## src/hw/apcc_map.svh

```systemverilog
/*
 * register offsets, field positions, reset values and timing counts of the
 * converter power and coding control.
 * assumes a plain word-addressed register port with 8-bit byte addresses.
 */
`ifndef APCC_MAP_SVH
`define APCC_MAP_SVH

// ****************************************************************
// register offsets (byte addresses, one 32-bit word each)
// ****************************************************************
`define APCC_CTRL_OFS 8'h00
`define APCC_STATUS_OFS 8'h04
`define APCC_RESULT_OFS 8'h08

// ****************************************************************
// control fields and reset value
// ****************************************************************
`define APCC_PM_LO_BIT 0
`define APCC_PM_HI_BIT 1
`define APCC_CTRL_RESET 2'h0

// ****************************************************************
// status fields
// ****************************************************************
`define APCC_ST_CORE_BIT 0
`define APCC_ST_REF_BIT 1
`define APCC_ST_BUSY_BIT 2
`define APCC_ST_RANGE_BIT 3
`define APCC_ST_SLEEP_BIT 4
`define APCC_ST_NAP_BIT 5
`define APCC_ST_OFF_BIT 6

// ****************************************************************
// result word shape, serial timing and pin reset levels
// ****************************************************************
`define APCC_RES_W 14
`define APCC_WORD_W 16
`define APCC_LEAD_ZEROS 2'h0
`define APCC_BIT_DIV 4
`define APCC_PIN_RESET 3'h5

`endif

```

## src/hw/apcc_pkg.sv

```systemverilog
/*
 * types of the converter power and coding control: power states,
 * decoded power modes and the packed state of the top and the serialiser.
 * assumes apcc_map.svh is on the include path.
 */
package apcc_pkg;

   // ****************************************************************
   // power state and decoded mode
   // ****************************************************************
   typedef enum logic [1:0] {PS_RUN, PS_NAP, PS_OFF} apcc_pstate_t;
   typedef enum logic [1:0] {MD_NORMAL, MD_NAP_FULL, MD_OFF, MD_NAP_PART} apcc_mode_t;

   // ****************************************************************
   // top state
   // ****************************************************************
   typedef struct packed {
      logic [1:0] pm;
      apcc_pstate_t pst;
      logic cs_prev;
      logic range_lat;
      logic busy;
      logic core_on;
      logic ref_on;
      logic load;
      logic bit_en;
      logic [7:0] div;
      logic [15:0] word;
      logic [31:0] rdata;
   } apcc_state_t;

   // ****************************************************************
   // serialiser state
   // ****************************************************************
   typedef struct packed {
      logic [15:0] shreg;
      logic [4:0] left;
      logic sdout;
      logic valid;
   } apcc_shift_t;

endpackage : apcc_pkg

```

## src/hw/apcc_shift.sv

```systemverilog
/*
 * serialiser for the 16-bit result word, most significant bit first, one
 * bit per bit_en pulse.
 * assumes load is a one-cycle pulse; a load during a shift restarts the word.
 */
`timescale 1ns/1ps
module apcc_shift
   import apcc_pkg::*;
(
   // clock and reset
   input wire logic clk,
   input wire logic rst_b,
   // word in
   input wire logic load,
   input wire logic [15:0] word,
   input wire logic bit_en,
   // serial out
   output logic sdout,
   output logic valid
);
   apcc_shift_t r_reg, r_next;

   always_comb begin
      r_next = r_reg;
      if (load) begin
         r_next.shreg = word;
         r_next.left = 5'h10;
         r_next.valid = 1'b0;
      end else if (bit_en) begin
         if (r_reg.left != 5'h00) begin
            r_next.sdout = r_reg.shreg[15];
            r_next.shreg = {r_reg.shreg[14:0], 1'b0};
            r_next.left = r_reg.left - 5'h01;
            r_next.valid = 1'b1;
         end else begin
            r_next.sdout = 1'b0;
            r_next.valid = 1'b0;
         end
      end
   end

   always_ff @(posedge clk or negedge rst_b) begin
      if (!rst_b) begin
         r_reg <= '0;
      end else begin
         r_reg <= r_next;
      end
   end

   assign sdout = r_reg.sdout;
   assign valid = r_reg.valid;

endmodule : apcc_shift

```

## src/hw/apcc_sync.sv

```systemverilog
/*
 * two-stage synchroniser for a group of pin levels.
 * assumes the pins are asynchronous to CLK; only the second stage is read.
 */
`timescale 1ns/1ps
module apcc_sync #(
   parameter int W = 1,
   parameter logic [W-1:0] RST_VAL = '0
) (
   // clock and reset
   input wire logic clk,
   input wire logic rst_b,
   // pins in, synchronised levels out
   input wire logic [W-1:0] pin,
   output logic [W-1:0] lvl
);
   typedef struct packed {
      logic [W-1:0] s1;
      logic [W-1:0] s2;
   } apcc_sync_t;

   apcc_sync_t r_reg, r_next;

   if (W < 1) begin : g_bad_w
      $error("apcc_sync: W must be at least 1");
   end

   always_comb begin
      r_next.s1 = pin;
      r_next.s2 = r_reg.s1;
   end

   always_ff @(posedge clk or negedge rst_b) begin
      if (!rst_b) begin
         r_reg <= {RST_VAL, RST_VAL};
      end else begin
         r_reg <= r_next;
      end
   end

   assign lvl = r_reg.s2;

endmodule : apcc_sync

```

## src/hw/apcc_top.sv

```systemverilog
/*
 * power-management and result-coding control of a 14-bit sampling converter:
 * control register, power-state sequencing, range latch and result word.
 * assumes the converter core runs on CLK, reports end of conversion with a
 * one-cycle CONV_DONE and gives its code in straight binary on SAR_CODE.
 */
// The placing of the registers and the plain strobed port were chosen for this implementation.
`timescale 1ns/1ps
`include "apcc_map.svh"

module apcc_top
   import apcc_pkg::*;
#(
   parameter int BIT_DIV = `APCC_BIT_DIV
) (
   // clock and reset
   input wire logic CLK,
   input wire logic RST_B,
   // register port
   input wire logic [7:0] ADDR,
   input wire logic [31:0] WDATA,
   input wire logic WR,
   input wire logic RD,
   output logic [31:0] RDATA,
   // pins
   input wire logic SLEEP_N,
   input wire logic RANGE_SELECT,
   input wire logic CONVERT_START_N,
   // converter core
   input wire logic CONV_DONE,
   input wire logic [13:0] SAR_CODE,
   output logic BUSY,
   output logic CORE_ON,
   output logic REF_ON,
   // serial result
   output logic SDOUT,
   output logic SDOUT_VALID
);
   import apcc_pkg::*;

   // ****************************************************************
   // elaboration checks
   // ****************************************************************
   if (BIT_DIV < 1 || BIT_DIV > 255) begin : g_bad_div
      $error("apcc_top: BIT_DIV must lie in 1..255");
   end

   // ****************************************************************
   // pin synchronisers
   // ****************************************************************
   logic [2:0] pins_s;
   logic sleep_s;
   logic range_s;
   logic cs_s;

   apcc_sync #(.W(3), .RST_VAL(`APCC_PIN_RESET)) u_sync (
      .clk(CLK),
      .rst_b(RST_B),
      .pin({SLEEP_N, RANGE_SELECT, CONVERT_START_N}),
      .lvl(pins_s)
   );

   assign sleep_s = pins_s[2];
   assign range_s = pins_s[1];
   assign cs_s = pins_s[0];

   // ****************************************************************
   // state and decode
   // ****************************************************************
   apcc_state_t r_reg, r_next;
   apcc_mode_t mode;
   logic cs_fall;
   logic cs_rise;
   logic start;
   logic done;
   logic napping_mode;
   logic [7:0] div_last;

   assign div_last = 8'(BIT_DIV - 1);
   assign cs_fall = r_reg.cs_prev & ~cs_s;
   assign cs_rise = ~r_reg.cs_prev & cs_s;
   assign start = cs_rise && r_reg.pst == PS_RUN && !r_reg.busy;
   assign done = r_reg.busy && CONV_DONE;
   assign napping_mode = mode == MD_NAP_FULL || mode == MD_NAP_PART;

   // software-only control relies on the host holding sleep high
   always_comb begin
      case (r_reg.pm)
         2'b00: mode = sleep_s ? MD_NORMAL : MD_NAP_FULL;
         2'b01: mode = MD_NAP_FULL;
         2'b10: mode = MD_OFF;
         2'b11: mode = MD_NAP_PART;
         default: mode = MD_NORMAL;
      endcase
   end

   // ****************************************************************
   // next state
   // ****************************************************************
   always_comb begin
      r_next = r_reg;
      r_next.cs_prev = cs_s;
      r_next.load = 1'b0;
      r_next.rdata = '0;

      // register writes
      if (WR && ADDR == `APCC_CTRL_OFS) begin
         r_next.pm = {WDATA[`APCC_PM_HI_BIT], WDATA[`APCC_PM_LO_BIT]};
      end

      // register reads, data in the following cycle only
      if (RD) begin
         case (ADDR)
            `APCC_CTRL_OFS: r_next.rdata = {30'h0, r_reg.pm};
            `APCC_STATUS_OFS: begin
               r_next.rdata[`APCC_ST_CORE_BIT] = r_reg.core_on;
               r_next.rdata[`APCC_ST_REF_BIT] = r_reg.ref_on;
               r_next.rdata[`APCC_ST_BUSY_BIT] = r_reg.busy;
               r_next.rdata[`APCC_ST_RANGE_BIT] = r_reg.range_lat;
               r_next.rdata[`APCC_ST_SLEEP_BIT] = sleep_s;
               r_next.rdata[`APCC_ST_NAP_BIT] = r_reg.pst == PS_NAP;
               r_next.rdata[`APCC_ST_OFF_BIT] = r_reg.pst == PS_OFF;
            end
            `APCC_RESULT_OFS: r_next.rdata = {16'h0, r_reg.word};
            default: r_next.rdata = '0;
         endcase
      end

      // sample instant: hold mode starts, range frozen for this result
      if (start) begin
         r_next.busy = 1'b1;
         r_next.range_lat = range_s;
      end

      // end of conversion: code the result and hand it to the serialiser
      if (done) begin
         r_next.busy = 1'b0;
         r_next.load = 1'b1;
         if (r_reg.range_lat) begin
            r_next.word = {`APCC_LEAD_ZEROS, ~SAR_CODE[13], SAR_CODE[12:0]};
         end else begin
            r_next.word = {`APCC_LEAD_ZEROS, SAR_CODE};
         end
      end

      // power sequencing
      case (r_reg.pst)
         PS_RUN: begin
            if (mode == MD_OFF) begin
               r_next.pst = PS_OFF;
            end else if (done && napping_mode) begin
               r_next.pst = PS_NAP;
            end
         end
         PS_NAP: begin
            // the wake edge leaves the host its 5 us low time to settle
            if (mode == MD_OFF) begin
               r_next.pst = PS_OFF;
            end else if (mode == MD_NORMAL || cs_fall) begin
               r_next.pst = PS_RUN;
            end
         end
         PS_OFF: begin
            if (mode != MD_OFF) begin
               r_next.pst = PS_RUN;
            end
         end
         default: r_next.pst = PS_RUN;
      endcase

      // a conversion cut short by power-down is abandoned
      if (r_next.pst != PS_RUN) begin
         r_next.busy = 1'b0;
      end
      r_next.core_on = r_next.pst == PS_RUN;
      r_next.ref_on = r_next.pst == PS_RUN || (r_next.pst == PS_NAP && mode == MD_NAP_PART);

      // serial bit-rate enable
      r_next.bit_en = 1'b0;
      if (r_reg.div >= div_last) begin
         r_next.div = '0;
         r_next.bit_en = 1'b1;
      end else begin
         r_next.div = r_reg.div + 8'h01;
      end
   end

   always_ff @(posedge CLK or negedge RST_B) begin
      if (!RST_B) begin
         r_reg <= '0;
         r_reg.pm <= `APCC_CTRL_RESET;
         r_reg.pst <= PS_RUN;
         r_reg.cs_prev <= 1'b1;
         r_reg.core_on <= 1'b1;
         r_reg.ref_on <= 1'b1;
      end else begin
         r_reg <= r_next;
      end
   end

   // ****************************************************************
   // serial result output
   // ****************************************************************
   apcc_shift u_shift (
      .clk(CLK),
      .rst_b(RST_B),
      .load(r_reg.load),
      .word(r_reg.word),
      .bit_en(r_reg.bit_en),
      .sdout(SDOUT),
      .valid(SDOUT_VALID)
   );

   assign RDATA = r_reg.rdata;
   assign BUSY = r_reg.busy;
   assign CORE_ON = r_reg.core_on;
   assign REF_ON = r_reg.ref_on;

   // ****************************************************************
   // assertions
   // ****************************************************************
   logic seen_reg;

   always_ff @(posedge CLK or negedge RST_B) begin
      if (!RST_B) begin
         seen_reg <= 1'b0;
      end else begin
         seen_reg <= 1'b1;
      end
   end
endmodule : apcc_top

```

## config.mk

```make
export PLATFORM = sky130hd
export DESIGN_NAME = apcc_top
export DESIGN_NICKNAME = d
export VERILOG_FILES = /design/src/hw/apcc_pkg.sv /design/src/hw/apcc_shift.sv /design/src/hw/apcc_sync.sv /design/src/hw/apcc_top.sv
export VERILOG_INCLUDE_DIRS = /design/src /design/src/hw
export SDC_FILE = /design/constraint.sdc
export NUM_CORES = 1
export LEC_CHECK = 0
export ABC_CLOCK_PERIOD_IN_PS = 3000
export BUFFER_PORTS_ARGS = -buffer_cell sky130_fd_sc_hd__buf_2
export CAP_MARGIN = 40
export CORE_MARGIN = 2
export CORE_UTILIZATION = 39
export DETAILED_ROUTE_END_ITERATION = 12
export PLACE_DENSITY = 0.69
export SYNTH_ARGS = -nofsm -noshare
export SYNTH_HDL_FRONTEND = slang
export SYNTH_SLANG_ARGS = --single-unit
```

## constraint.sdc

```tcl
create_clock -name CLK -period 3 [get_ports CLK]
set_input_delay 0.6 -clock CLK [delete_from_list [all_inputs] [get_ports CLK]]
set_output_delay 0.6 -clock CLK [all_outputs]
set_load 0.05 [all_outputs]
```

Yosys cells after proc, flatten, opt, wreduce, memory -nomap -nowiden

Cells that the tools add are included.
Widths: inputs -> output; s select.

Add/sub/neg operators: 2
$mul: 0
Divide/modulo/power cells: 0
Order comparisons: 1
Eq/ne operators: 12
Shifts and indexed selects: 0
Mux-type cells: 23
Bitwise gates (word level): 6
Reduce and logical (&&, ||, !) cells: 22

Operators by type and width:

| kind                | number |
|---|---|
| $mux 21             | 2 |
| $mux 23             | 1 |
| $pmux 7 s3          | 1 |
| $mux 16             | 1 |
| $mux 14             | 1 |
| $mux 2              | 6 |
| $eq 2x2->1 const B  | 5 |
| $mux 9              | 1 |
| $add 8x1->8 const B | 1 |
| $eq 2x1->1 const B  | 4 |
| $eq 8x3->1 const B  | 1 |
| $eq 8x4->1 const B  | 1 |
| $ge 8x2->1 const B  | 1 |
| $logic_not 2->1     | 4 |
| $logic_not 8->1     | 1 |
| $mux 8              | 1 |
| $pmux 2 s4          | 1 |
| $mux 1              | 7 |
| $logic_and 1x1->1   | 6 |
| $pmux 2 s3          | 1 |
| $reduce_bool 2->1   | 3 |
| $reduce_bool 5->1   | 1 |
| $sub 5x1->5 const B | 1 |
| $not 1->1           | 4 |
| other kinds (6)     | 10 |

Register bits after elaboration: 96
Latch bits: 0
RAM bits: 0
Memory bits (read-only): 0
Input port bits: 62
Output and inout bits: 37
Memories kept: 0

Longest topological paths before layout

Word-level depth: 11
Mapped depth: 8
Gate-level depth less buffers: 5

Hierarchy

Synthesis repeated with hierarchy kept, for this count alone.

Cells, all modules: 290
Area total of the unflattened synthesis: 3345.7 um^2

Modules (own cells, without submodules):

| module     | instances | cells each | area an instance (um^2) | seq. area each (um^2) |
|---|---|---|---|---|
| apcc_top   | 1         | 158        | 2014.4                  | 1179.9 |
| apcc_shift | 1         | 126        | 1176.1                  | 575.6 |
| apcc_sync  | 1         | 6          | 155.1                   | 155.1 |

Worst setup path after synthesis

OpenSTA, ideal clock, no wires.

Path type: register -> register
Start: register u_shift.r_reg[2] (netlist bit)
End: register u_shift.r_reg[15] (netlist bit)
Library setup time: 0.126 ns
Arrival time: 1.822 ns
Data required time: 2.874 ns
Slack: 1.052 ns
Cell stages (with the launch flop): 9
Buffers on the path: 3
Path through: dfrtp_1 inv_1 ha_1 or4b_4 buf_6 nor2b_4 buf_6 buf_6 a221o_1

Cells in the longest elaborated chain, start to end: 3

RTL lines:

| item                        | RTL line         | text |
|---|---|---|
| from (decl)                 | apcc_shift.sv:21 | `apcc_shift_t r_reg, r_next;` |
| from (signal assigned)      | apcc_shift.sv:46 | `r_reg <= r_next;` |
| $reduce_bool 5->1           | apcc_shift.sv:30 | `if (r_reg.left != 5'h00) begin` |
| $reduce_bool 2->1 (no line) | n/a              |  |
| $reduce_and 2->1 (no line)  | n/a              |  |

No other way between the ends.
A chain may end at the register's enable or synchronous reset.

Final worst setup path

Start: register u_shift.r_reg[2] (netlist bit)
End: register u_shift.r_reg[20] (netlist bit)

The elaborated chain is that of the path after synthesis.

==> results by group <==
Routing
  • Final WL: 5.68 mm
  • Vias per cell: 4.82
  • DRT antenna net count: 0
  • Number of DRC markers in iteration 0: 155
  • Detailed-route via count: 2034
  • Residual DRC: 0
  • DRT Pass-1 Iters: 4
  • Wire per inst: 13.4 um

Power
  • Lkg Pwr: 0.00177 uW
  • VDD IR max: 0.000410 V
  • Total power: 2900 uW
  • Pwr/cell area: 792 nW/um^2

STA
  • Max Clock Skew: 0.00775 ns
  • Final Critical Period: 1.99 ns
  • Total negative slack: 0 ns
  • Unrepaired setup endpoints after global routing: false
  • Max-slew violation count: 0
  • Tcrit/Tclk final: 66.2%
  • Setup WS post-layout: 1.01 ns
  • Final setup violation count: 0
  • Fin. Hold Viols: 0
  • Max Clock Freq: 503 MHz
  • Slew margin rel.: 41.9%
  • Slew @ Worst Pin: 0.849 ns

Setup path
  • Crit path launch type: flip-flop
  • Buffers & Inverters on Critical Path: 1
  • Critical path depth: 5
  • Crit Path Category: reg -> reg
  • Reg-to-reg setup timing slack: 1.01 ns
  • Worst Setup SP: u_shift.r_reg[2]
  • Worst EP arrival: 2.21 ns
  • Crit path to: u_shift.r_reg[20]
  • R2R Path Start: u_shift.r_reg[2]
  • Reg2reg end: u_shift.r_reg[20]
  • Worst-path maximum fanout: 19
  • Crit. End Element: flip-flop
  • Crit path required time: 3.22 ns
  • Crit path largest cell delay: 0.60 ns
  • Delay-heaviest family, CP: simple AND/OR/NAND/NOR gates
  • R2R depth: 5
  • Slowest-stage cell, CP: or4b_4
  • Crit-path cells: inv_1, ha_1, or4b_4, nor2b_4, a221o_1

Yosys
  • Seq/Total Area, Yosys: 58.8%
  • Ys async rst share: 100%
  • Predominant post-synthesis flop cell: dfrtp_1
  • Mapped Avg Cell Area: 12.2 um^2
  • Mapped Cells: 267
  • YS warnings: 0
  • Mapped cell area: 3250 um^2
  • Post-synth EDFFs: 0
  • Cell variety after synth: 44
  • #FFs+latches synth: 76

Floorplan
  • Total core area: 8130 um^2
  • Starting density of the core: 40.0%
  • Die Height: 95.3 um
  • I/O pins: 99
  • Die X: 95.3 um
  • Row count: 33
  • Die area: 9080 um^2

Cells and area
  • Ant diodes: 0
  • Synth-to-layout area growth: 12.5%
  • Final core utilization: 45.0%
  • Filler cell count: 759
  • Leading cell type in the layout, fill and taps excluded: dfrtp_1
  • Net count, final: 376
  • Final cell count without fillers: 422
  • Most frequent cells in the layout: dfrtp_1, buf_2, conb_1, a21oi_1, mux2_2
  • Area of the multi-input gates: 1080 um^2
  • Number of flip-flops under the largest register name: 30
  • FF+latch area: 1910 um^2
  • Ratio of cells with drive above 1 in the final layout: 31.9%

Place
  • Post-DP HPWL: 3.99 mm
  • Placer congestion estimate: 0.725
  • Dpl cells: 406
  • Port Buf Inserts: 50
  • Dpl ws: 1.03 ns

Global route
  • Vias in the first global route: 1901
  • Largest net degree at the start of global routing: 37
  • Total gr overflow: 0
  • Initial antenna violation count: 0
  • Global-route wire length before repair: 9.33 mm
  • Tot GR Track Use: 13.6%

CTS
  • CTS root buffer: clkbuf_8
  • Hold_buf cts: 0
  • Cts bufs inserted: 9
  • Post-CTS resize count: 0
  • TritonCTS Sinks: 76
  • CTS tree: built
  • Setup repair bufs after CTS: 0
  • H-tree depth: 3
  • Clock transition at the registers of the reported paths: 0.08 ns
  • CTS Buffer Depth: 2
  • Skew-Pair Late Insertion Delay: 0.34 ns

Run status
  • Status: finished clean

Min path
  • Hold Path Class: in -> async

Job
  • Max-cap viol count: 0
[final cells by class]
cell class	instances	share of cell area, %
clock buffers	10	3.76
clock inverters	6	1.74
inverters	11	1.13
multi-input cells	160	29.6
flip-flops and latches	76	52.2
well taps	105	3.59
repair buffers	54	8.00
[through the flow]
stage / area (um^2) / hold WS [ns]
6_report: 3660 / 0.231
5_1_grt: 3660 / 0.249
4_1_cts: 3660 / 0.235
3_5_place_dp: 3460 / 0.349
3_3_place_gp: 3460 / 0.334
2_1_floorplan: 3340 / 0.304
[how the worst min path moves through the flow]
stage,to,slack [ns]
3_3_place_gp,u_sync.lvl[1],0.33
3_5_place_dp,u_sync.lvl[0],0.35
2_1_floorplan,BUSY,0.30
4_1_cts,r_reg[65],0.23
5_1_grt,r_reg[65],0.25
6_report,r_reg[65],0.23
[cell usage after synthesis (2+ instances only)]
master	instances	area share, %
nand2_1	8	0.92
mux2i_1	2	0.62
mux2_2	17	5.9
a221o_1	13	4.0
nor4_1	2	0.38
nand2b_1	14	2.7
nor2_1	13	1.5
or4_1	2	0.46
buf_6	3	1.0
ha_1	2	0.77
a32oi_1	2	0.54
buf_4	32	7.4
o21ai_0	2	0.31
a22o_1	4	1.1
nor2b_1	4	0.77
or2_2	2	0.38
a21oi_1	19	2.9
inv_1	11	1.3
and2_1	7	1.3
a22oi_1	3	0.69
clkbuf_1	8	0.92
dfrtp_1	69	53
dfstp_2	7	5.7
[cell families after synthesis]
group           after synthesis  synth area share (%)
other cells                   1                 0.115
compound gates               52                  11.9
fa+ha+maj                     2                 0.769
mux                          19                  6.50
buf+inv                      54                  10.6
xor+xnor                      1                 0.269
simple gates                 62                  11.1
flops                        76                  58.8
[report_power, final]
part / internal, uW / switching [uW]
Combinational: 314 / 363
Sequential: 1270 / 180
Clock: 405 / 368
[metal layers]
metal | up-vias | global-route usage (%) | routed length, um
met5 | - | 0 | 0
met4 | 0 | 4.71 | 63
met3 | 10 | 4.43 | 345
met2 | 63 | 19.6 | 2630
met1 | 998 | 19.2 | 2630
li1 | 963 | - | -
No activity file was read; power rests on OpenSTA's default activity.
